--- config.mk ---
export PLATFORM = sky130hd
export DESIGN_NAME = sesa_top
export DESIGN_NICKNAME = d
export VERILOG_FILES = /design/src/logic/sesa_pkg.sv /design/src/logic/sesa_shift.sv /design/src/logic/sesa_top.sv
export SDC_FILE = /design/constraint.sdc
export NUM_CORES = 1
export LEC_CHECK = 0
export BUFFER_PORTS_ARGS = -buffer_cell sky130_fd_sc_hd__buf_2
export CORE_MARGIN = 2
export CORE_UTILIZATION = 40
export DETAILED_ROUTE_END_ITERATION = 8
export GPL_TIMING_DRIVEN = 1
export PLACE_DENSITY = 0.6
export SYNTH_ARGS = -nofsm -noshare
export SYNTH_HDL_FRONTEND = slang
export SYNTH_SLANG_ARGS = --single-unit
--- constraint.sdc ---
create_clock -name SYS_CLK -period 2.75 [get_ports SYS_CLK]
set_input_delay 0.4125 -clock SYS_CLK [delete_from_list [all_inputs] [get_ports SYS_CLK]]
set_output_delay 0.4125 -clock SYS_CLK [all_outputs]
set_load 0.02 [all_outputs]
--- src/logic/sesa_pkg.sv ---
// constants for the eeprom software access block
package sesa_pkg;
   localparam logic [11:0] ADDR_CMD_STATUS = 12'h260;
   localparam logic [11:0] ADDR_WORD_BUFFER = 12'h264;
   localparam logic [11:0] ADDR_HIGH_BYTE = 12'h26C;
   localparam int ADDR_FIELD_LO = 0;
   localparam int ADDR_FIELD_W = 13;
   localparam int CMD_FIELD_LO = 13;
   localparam int BUSY_BIT = 18;
   localparam int ADDR15_BIT = 20;
   localparam int WIDTH_FIELD_LO = 22;
   localparam logic [2:0] CMD_WRITE = 3'h2;
   localparam logic [2:0] CMD_READ = 3'h3;
   localparam logic [2:0] CMD_WREN = 3'h6;
   localparam logic [2:0] CMD_WRITE_LATCH_CLEAR_CMD = 3'h4;
   localparam logic [7:0] SIGNATURE = 8'h5A;
   localparam logic [1:0] WIDTH_NONE = 2'h0;
   localparam logic [1:0] WIDTH_MAX = 2'h3;
   localparam logic [2:0] WORD_BYTES = 3'h4;
   localparam logic [2:0] PROBE_BYTES = 3'h1;
   localparam int CLK_MHZ = 250;
   localparam int SCK_MAX_KHZ = 17860;
   // half period of the serial clock, rounded up so the rate stays under its maximum
   localparam int SCK_HALF_CYC = (CLK_MHZ * 1000 + 2 * SCK_MAX_KHZ - 1) / (2 * SCK_MAX_KHZ);
   localparam int SEL_GAP_NS = 100;
   localparam int SEL_GAP_CYC = (SEL_GAP_NS * CLK_MHZ + 999) / 1000;
   typedef enum logic [1:0] {ST_IDLE, ST_XFER, ST_GAP} sesa_state_e;
endpackage

--- src/logic/sesa_shift.sv ---
// one-byte serial shifter, mode 0, msb first
`timescale 1ns/10ps
module sesa_shift #(
   parameter int HALF_CYC = sesa_pkg::SCK_HALF_CYC
) (
   input wire logic clk,
   input wire logic srst,
   input wire logic start,
   input wire logic [7:0] tx_byte,
   input wire logic miso,
   output logic done,
   output logic [7:0] rx_byte,
   output logic sck,
   output logic mosi
);
   logic active_r;
   logic [15:0] cnt_r;
   logic [2:0] bit_r;
   logic [7:0] tx_r;
   logic [7:0] rx_r;

   always_ff @(posedge clk)
   begin
      done <= 1'b0;
      if (srst)
      begin
         active_r <= 1'b0;
         cnt_r <= 16'h0000;
         bit_r <= 3'h0;
         tx_r <= 8'h00;
         rx_r <= 8'h00;
         rx_byte <= 8'h00;
         sck <= 1'b0;
         mosi <= 1'b0;
      end
      else if (start)
      begin
         active_r <= 1'b1;
         cnt_r <= 16'h0000;
         bit_r <= 3'h0;
         tx_r <= tx_byte;
         sck <= 1'b0;
         mosi <= tx_byte[7];
      end
      else if (active_r)
      begin
         if (cnt_r == 16'(HALF_CYC - 1))
         begin
            cnt_r <= 16'h0000;
            if (!sck)
            begin
               // rising edge: eeprom data sampled
               sck <= 1'b1;
               rx_r <= {rx_r[6:0], miso};
            end
            else
            begin
               sck <= 1'b0;
               if (bit_r == 3'h7)
               begin
                  active_r <= 1'b0;
                  done <= 1'b1;
                  rx_byte <= rx_r;
               end
               else
               begin
                  bit_r <= bit_r + 3'h1;
                  tx_r <= {tx_r[6:0], 1'b0};
                  mosi <= tx_r[6];
               end
            end
         end
         else
            cnt_r <= cnt_r + 16'h0001;
      end
   end
endmodule

--- src/logic/sesa_top.sv ---
// software random access path to an external serial eeprom
`timescale 1ns/10ps
module sesa_top #(
   parameter int HALF_CYC = sesa_pkg::SCK_HALF_CYC,
   parameter int GAP_CYC = sesa_pkg::SEL_GAP_CYC
) (
   input wire logic SYS_CLK,
   input wire logic SRST,
   input wire logic REG_WR,
   input wire logic REG_RD,
   input wire logic [11:0] REG_ADDR,
   input wire logic [31:0] REG_WDATA,
   output logic [31:0] REG_RDATA,
   output logic EE_SEL_N,
   output logic EE_SCK,
   output logic EE_MOSI,
   input wire logic EE_MISO
);
   sesa_pkg::sesa_state_e state_r;
   logic [2:0] cmd_r;
   logic [2:0] op_r;
   logic [12:0] addr_r;
   logic a15_r;
   logic [7:0] high_r;
   logic [31:0] buf_r;
   logic [1:0] width_r;
   logic probing_r;
   logic [1:0] probe_n_r;
   logic [1:0] nadr_r;
   logic [2:0] ndata_r;
   logic [3:0] idx_r;
   logic [7:0] gap_r;
   logic start_r;
   logic miso_m_r;
   logic miso_s_r;
   logic sh_done;
   logic [7:0] sh_rx;
   logic [7:0] tx_byte;
   logic [23:0] full_addr;
   logic [3:0] last_idx;
   logic [1:0] lane;
   logic busy;
   logic cmd_wr;
   logic cmd_go;
   logic [2:0] wcmd;
   logic [1:0] eff_width;

   function automatic logic cmd_known(input logic [2:0] c);
      cmd_known = (c == sesa_pkg::CMD_WRITE) || (c == sesa_pkg::CMD_READ) ||
                  (c == sesa_pkg::CMD_WREN) || (c == sesa_pkg::CMD_WRITE_LATCH_CLEAR_CMD);
   endfunction

   function automatic logic [2:0] data_bytes(input logic [2:0] c);
      data_bytes = ((c == sesa_pkg::CMD_WRITE) || (c == sesa_pkg::CMD_READ)) ? sesa_pkg::WORD_BYTES : 3'h0;
   endfunction

   assign busy = (state_r != sesa_pkg::ST_IDLE) || probing_r;
   assign cmd_wr = REG_WR && (REG_ADDR == sesa_pkg::ADDR_CMD_STATUS);
   assign wcmd = REG_WDATA[sesa_pkg::CMD_FIELD_LO +: 3];
   assign cmd_go = cmd_wr && !busy && cmd_known(wcmd);
   assign eff_width = (width_r == sesa_pkg::WIDTH_NONE) ? 2'h1 : width_r;
   assign full_addr = probing_r ? 24'h000000 : {high_r, a15_r, addr_r, 2'h0};
   assign last_idx = 4'(nadr_r) + 4'(ndata_r);
   assign lane = 2'(idx_r - 4'(nadr_r) - 4'h1);

   // opcode, then address msb first, then data low byte first
   always_comb
   begin
      tx_byte = 8'h00;
      if (idx_r == 4'h0)
         tx_byte = {5'h00, op_r};
      else if (idx_r <= 4'(nadr_r))
         tx_byte = full_addr[8 * (nadr_r - 2'(idx_r)) +: 8];
      else if (op_r == sesa_pkg::CMD_WRITE)
         tx_byte = buf_r[8 * lane +: 8];
   end

   always_ff @(posedge SYS_CLK)
   begin
      miso_m_r <= EE_MISO;
      miso_s_r <= miso_m_r;
   end

   sesa_shift #(.HALF_CYC(HALF_CYC)) u_shift (
      .clk(SYS_CLK),
      .srst(SRST),
      .start(start_r),
      .tx_byte(tx_byte),
      .miso(miso_s_r),
      .done(sh_done),
      .rx_byte(sh_rx),
      .sck(EE_SCK),
      .mosi(EE_MOSI)
   );

   // software-written fields
   always_ff @(posedge SYS_CLK)
   begin
      if (SRST)
      begin
         cmd_r <= 3'h0;
         addr_r <= 13'h0000;
         a15_r <= 1'b0;
         high_r <= 8'h00;
      end
      else if (REG_WR && !busy)
      begin
         if (REG_ADDR == sesa_pkg::ADDR_CMD_STATUS)
         begin
            cmd_r <= wcmd;
            addr_r <= REG_WDATA[sesa_pkg::ADDR_FIELD_LO +: sesa_pkg::ADDR_FIELD_W];
            a15_r <= REG_WDATA[sesa_pkg::ADDR15_BIT];
         end
         if (REG_ADDR == sesa_pkg::ADDR_HIGH_BYTE)
            high_r <= REG_WDATA[7:0];
      end
   end

   // sequencer: probe after reset, then software commands
   always_ff @(posedge SYS_CLK)
   begin
      start_r <= 1'b0;
      if (SRST)
      begin
         state_r <= sesa_pkg::ST_IDLE;
         op_r <= 3'h0;
         nadr_r <= 2'h1;
         ndata_r <= 3'h0;
         idx_r <= 4'h0;
         gap_r <= 8'h00;
         EE_SEL_N <= 1'b1;
         probing_r <= 1'b1;
         probe_n_r <= 2'h1;
         width_r <= sesa_pkg::WIDTH_NONE;
      end
      else
      begin
         case (state_r)
            sesa_pkg::ST_IDLE:
            begin
               if (probing_r || cmd_go)
               begin
                  state_r <= sesa_pkg::ST_XFER;
                  idx_r <= 4'h0;
                  start_r <= 1'b1;
                  EE_SEL_N <= 1'b0;
                  if (probing_r)
                  begin
                     op_r <= sesa_pkg::CMD_READ;
                     nadr_r <= probe_n_r;
                     ndata_r <= sesa_pkg::PROBE_BYTES;
                  end
                  else
                  begin
                     op_r <= wcmd;
                     nadr_r <= (data_bytes(wcmd) == 3'h0) ? 2'h0 : eff_width;
                     ndata_r <= data_bytes(wcmd);
                  end
               end
            end
            sesa_pkg::ST_XFER:
            begin
               if (sh_done)
               begin
                  if (idx_r == last_idx)
                  begin
                     state_r <= sesa_pkg::ST_GAP;
                     gap_r <= 8'(GAP_CYC);
                     EE_SEL_N <= 1'b1;
                  end
                  else
                  begin
                     idx_r <= idx_r + 4'h1;
                     start_r <= 1'b1;
                  end
               end
            end
            sesa_pkg::ST_GAP:
            begin
               if (gap_r == 8'h00)
               begin
                  state_r <= sesa_pkg::ST_IDLE;
                  if (probing_r)
                  begin
                     if (buf_r[7:0] == sesa_pkg::SIGNATURE)
                     begin
                        width_r <= probe_n_r;
                        probing_r <= 1'b0;
                     end
                     else if (probe_n_r == sesa_pkg::WIDTH_MAX)
                        probing_r <= 1'b0;
                     else
                        probe_n_r <= probe_n_r + 2'h1;
                  end
               end
               else
                  gap_r <= gap_r - 8'h01;
            end
            default:
               state_r <= sesa_pkg::ST_IDLE;
         endcase
      end
   end

   // word buffer: software loads, read data lands here
   always_ff @(posedge SYS_CLK)
   begin
      if (SRST)
         buf_r <= 32'h00000000;
      else if (state_r == sesa_pkg::ST_XFER && sh_done && op_r == sesa_pkg::CMD_READ && idx_r > 4'(nadr_r))
         buf_r[8 * lane +: 8] <= sh_rx;
      else if (REG_WR && !busy && REG_ADDR == sesa_pkg::ADDR_WORD_BUFFER)
         buf_r <= REG_WDATA;
   end

   always_ff @(posedge SYS_CLK)
   begin
      if (SRST)
         REG_RDATA <= 32'h00000000;
      else if (REG_RD)
      begin
         REG_RDATA <= 32'h00000000;
         case (REG_ADDR)
            sesa_pkg::ADDR_CMD_STATUS:
            begin
               REG_RDATA[sesa_pkg::ADDR_FIELD_LO +: sesa_pkg::ADDR_FIELD_W] <= addr_r;
               REG_RDATA[sesa_pkg::CMD_FIELD_LO +: 3] <= cmd_r;
               REG_RDATA[sesa_pkg::BUSY_BIT] <= busy;
               REG_RDATA[sesa_pkg::ADDR15_BIT] <= a15_r;
               REG_RDATA[sesa_pkg::WIDTH_FIELD_LO +: 2] <= width_r;
            end
            sesa_pkg::ADDR_WORD_BUFFER:
               REG_RDATA <= buf_r;
            sesa_pkg::ADDR_HIGH_BYTE:
               REG_RDATA[7:0] <= high_r;
            default:
               REG_RDATA <= 32'h00000000;
         endcase
      end
   end

   a_busy_on_cmd: assert property (@(posedge SYS_CLK) disable iff (SRST)
      cmd_go |=> busy [*3])
      else $error("busy not raised after command");
   a_busy_ignore: assert property (@(posedge SYS_CLK) disable iff (SRST)
      (cmd_wr && busy) |=> ($stable(addr_r) && $stable(cmd_r) && $stable(op_r)))
      else $error("command taken while busy");
   a_sel_frame: assert property (@(posedge SYS_CLK) disable iff (SRST)
      !EE_SEL_N |-> (state_r == sesa_pkg::ST_XFER))
      else $error("select low outside a frame");
   a_width_locked: assert property (@(posedge SYS_CLK) disable iff (SRST)
      !probing_r |=> ($stable(width_r) && !probing_r))
      else $error("width changed after detection");
   a_addr_bytes: assert property (@(posedge SYS_CLK) disable iff (SRST)
      cmd_go |=> (nadr_r == (($past(wcmd) inside {3'h2, 3'h3}) ? ((width_r == 2'h0) ? 2'h1 : width_r) : 2'h0)))
      else $error("address byte count wrong");
   a_word_size: assert property (@(posedge SYS_CLK) disable iff (SRST)
      (cmd_go && (wcmd == sesa_pkg::CMD_WRITE || wcmd == sesa_pkg::CMD_READ)) |=> (ndata_r == 3'h4))
      else $error("data transfer not four bytes");
   a_latch_cmds: assert property (@(posedge SYS_CLK) disable iff (SRST)
      (cmd_go && REG_WDATA == 32'h0000C000) |=> (op_r == 3'h6 && last_idx == 4'h0 && !EE_SEL_N))
      else $error("set write latch not issued");
   a_addr_layout: assert property (@(posedge SYS_CLK) disable iff (SRST)
      cmd_go |=> (addr_r == $past(REG_WDATA[12:0]) && a15_r == $past(REG_WDATA[20])))
      else $error("address fields not captured");
   a_read_lands: assert property (@(posedge SYS_CLK) disable iff (SRST)
      (sh_done && state_r == sesa_pkg::ST_XFER && op_r == 3'h3 && idx_r > 4'(nadr_r))
      |=> (buf_r[8 * $past(lane) +: 8] == $past(sh_rx)))
      else $error("read byte not stored");
   a_probe_width: assert property (@(posedge SYS_CLK) disable iff (SRST)
      (probing_r && state_r == sesa_pkg::ST_GAP && gap_r == 8'h00 && buf_r[7:0] == 8'h5A)
      |=> (width_r == $past(probe_n_r) && !probing_r))
      else $error("width not recorded from signature");
endmodule

==> out/metrics.cfg <==
[synth]
synth-edff-count=0
yosys-top-cells-area=dfxtp_1 (40%), a21oi_1 (5.4%), nand2_1 (4.8%), a22oi_1 (3.7%), nor2_1 (3.7%)
synth_top_cell_area_share=0.402
synth_flop_cell=dfxtp_1
ys_async_sr_fraction=0
yosys.cell_count.top_type=dfxtp_1
postSynthCellCount=932
ys_types=75
synth_top_area_cell=dfxtp_1
ys_ff_latch=165
avgSynthCellArea_um2=8.81
netlist_area_um2=8210
synthTopCellsByCount=dfxtp_1 (165), nand2_1 (105), a21oi_1 (88)
synth_nets=999
yosys_warnings=0
ys_seq_area_frac=0.402

[power]
finalPower_mw=5.16
internal_power_mw=3.89
power_frac_comb=0.056
power_frac_seq=0.470
switching_power_mw=1.27
ir_worst_vdd_v=0.000427
swShare=0.246
p_clk_frac=0.474
leakagePower_nw=3.59
power_density_nw_per_um2=541

[place]
post_dp_cell_area_um2=8920
dp_hpwl_um=16400
dp.cells=1253
finalWeightedCongestion=0.914
port_buffers=83
dpl_worst_slack_ns=0.0371

[floorplan]
rows=52
ios=84
die_height_um=147
initial_core_util=0.407
core_um2=20200
die_area_um2=21700
die_w_um=147

[global_routing]
grt_use_total=0.220
grt_pass1_wl_um=37200
grt_antenna_before_repair=0
grt_max_degree=135
grt_pass1_vias=6546
overflow=0

[clock_tree]
clk_pin_slew_ns=0.07
insertion_delay_ns=0.43
cts_sinks=165
cts_setup_buffers=0
hold_buffers=0
cts_tree=done
cts.htree.levels=4
cts_buffers=17
clock_path_buffers=2
cts_root_buf=clkbuf_16

[routing]
finalWirelength_um=23400
vias=7112
antenna_left=0
dr.pass1.iters=5
drt_iter0_markers=451
viasPerCell=5.53
routedWlPerCell_um=18.2
drc=0

[layout]
n_antenna_cell=0
drive_above_1_share=0.201
stdcell_count=1285
area_growth_pct=16.2
design_area_um2=9540
fin_util=0.473
nets=1069

[setup_path]
r2r-end=buf_r[28]
rrSetupSlack_ns=0.13
critPathRequiredTime_ns=3.09
startpoint_type=flop
worst-path-max-fanout=7
end_kind=flop
timing.rr.start=nadr_r[0]
r2r_cells=9
cp.arrival_ns=2.96
critPathKind=flop to flop
startpoint=nadr_r[0]

[sta]
max_slew_margin=0.480
final-hold-violation-count=0
clock.fmax_mhz=382
min_period_ns=2.62
finalSetupViolations=0
drv_slew=0
setup_slack_ns=0.133
tightest_slew_ns=0.779
skew_ns=0.0115
rsz0062_at_grt=yes
min_period_over_period=0.952

[min_path]
worstHoldEndpoint=miso_m_r
whs_path_depth=1
hp-start=EE_MISO
min_path_type=input pin to flop

[job]
maxCapViolCount=0

[status]
status=complete, no violations

==> per-stage QoR <==
step	hold slack (ns)	setup TNS [ns]
after floorplan	0.310	0
after global placement	0.313	0
after detailed placement	0.313	0
after CTS	0.0589	0
after global routing	0.0597	-0.0240
final	0.0748	0
==> per-layer routing <==
metal / track usage / up-vias / wire [µm]
met5: 0 / - / 0
met4: 0.0707 / 0 / 504
met3: 0.0525 / 32 / 1700
met2: 0.323 / 233 / 9960
met1: 0.318 / 3357 / 11200
li1: - / 3490 / -
==> sequential cells by signal, indices dropped and copies added (netlist names), 2 cells and up <==
name / flops
u_shift.rx_byte: 8
gap_r: 8
u_shift.rx_r: 8
idx_r: 4
nadr_r: 2
addr_r: 13
op_r: 3
u_shift.tx_r: 7
u_shift.cnt_r: 16
probe_n_r: 2
buf_r: 32
REG_RDATA: 32
high_r: 8
state_r: 2
cmd_r: 3
width_r: 2
ndata_r: 2
u_shift.bit_r: 3
==> what timing repair did <==
| item | 4_1_cts | 5_1_grt |
|---|---|---|
| endpoints found under the setup margin | 0 | 20 |
| hold endpoints to repair | 0 | 0 |
| gates resized for setup | 0 | 5 |
==> logic make-up after synthesis <==
group / Yosys count / synth area share
buf+inv: 82 / 0.0439
mux: 47 / 0.0721
compound gates: 226 / 0.181
simple gates: 365 / 0.241
flops: 165 / 0.402
xor+xnor: 29 / 0.0309
fa+ha+maj: 18 / 0.0283
==> area by class of cell <==
type	instances	area (µm²)
clock buffers	20	447
clock inverters	12	144
fillers	1957	10600
inverters	24	90.1
multi-input cells	685	4570
flip-flops and latches	165	3300
well taps	270	338
repair buffers	109	642
==> cells in the final DEF, fill, tap and decap left out, types with 4 or more instances in the layout <==
cell / Yosys / layout
dfxtp_1: 165 / 165
nand2_1: 105 / 105
a21oi_1: 88 / 87
buf_2: 24 / 82
nor2_1: 81 / 81
nor3_1: 50 / 50
a22oi_1: 41 / 41
a211oi_1: 35 / 35
nor2b_1: 30 / 30
buf_4: 2 / 24
inv_1: 23 / 23
mux2i_1: 22 / 22
o21ai_0: 21 / 21
nand3_1: 20 / 20
xor2_1: 18 / 18
mux2_2: 17 / 17
ha_1: 17 / 17
clkbuf_16: 0 / 17
xnor2_1: 11 / 11
or2_2: 8 / 8
nand2b_1: 8 / 8
nand4_1: 8 / 8
mux4_2: 8 / 8
nor4b_4: 6 / 7
nor4_1: 7 / 7
nand4b_1: 6 / 6
a31oi_1: 5 / 5
a221oi_1: 5 / 5
inv_6: 0 / 4
==> power by group through the flow <==
stage / combinational [mW] / clock (mW) / sequential [mW]
after floorplan: 0.179 / 0 / 2.48
after global placement: 0.285 / 0 / 2.48
after detailed placement: 0.285 / 0 / 2.48
after CTS: 0.287 / 2.49 / 2.42
after global routing: 0.313 / 2.59 / 2.43
final: 0.288 / 2.45 / 2.42
==> critical path: stages, from the launching register on <==
cell and delay (ns):
dfxtp_1 0.33, inv_1 0.04, ha_1 0.20, fa_2 0.61, ha_1 0.30, and4bb_2 0.32
nand3_1 0.12, a21oi_4 0.26, a22oi_1 0.10, a211oi_1 0.24
==> how the worst max path moves through the flow <==
stage                            endpoint  slack (ns)  depth (start not counted)
after detailed placement  u_shift.tx_r[3]        0.04                          8
final                           buf_r[28]        0.13                          9
after global routing            buf_r[29]       -0.01                         10
after floorplan                  buf_r[0]        0.03                         12
after global placement    u_shift.tx_r[6]        0.08                          9
after CTS                 u_shift.tx_r[3]        0.02                          8
Note: power is estimated with default switching activity, not from simulation.
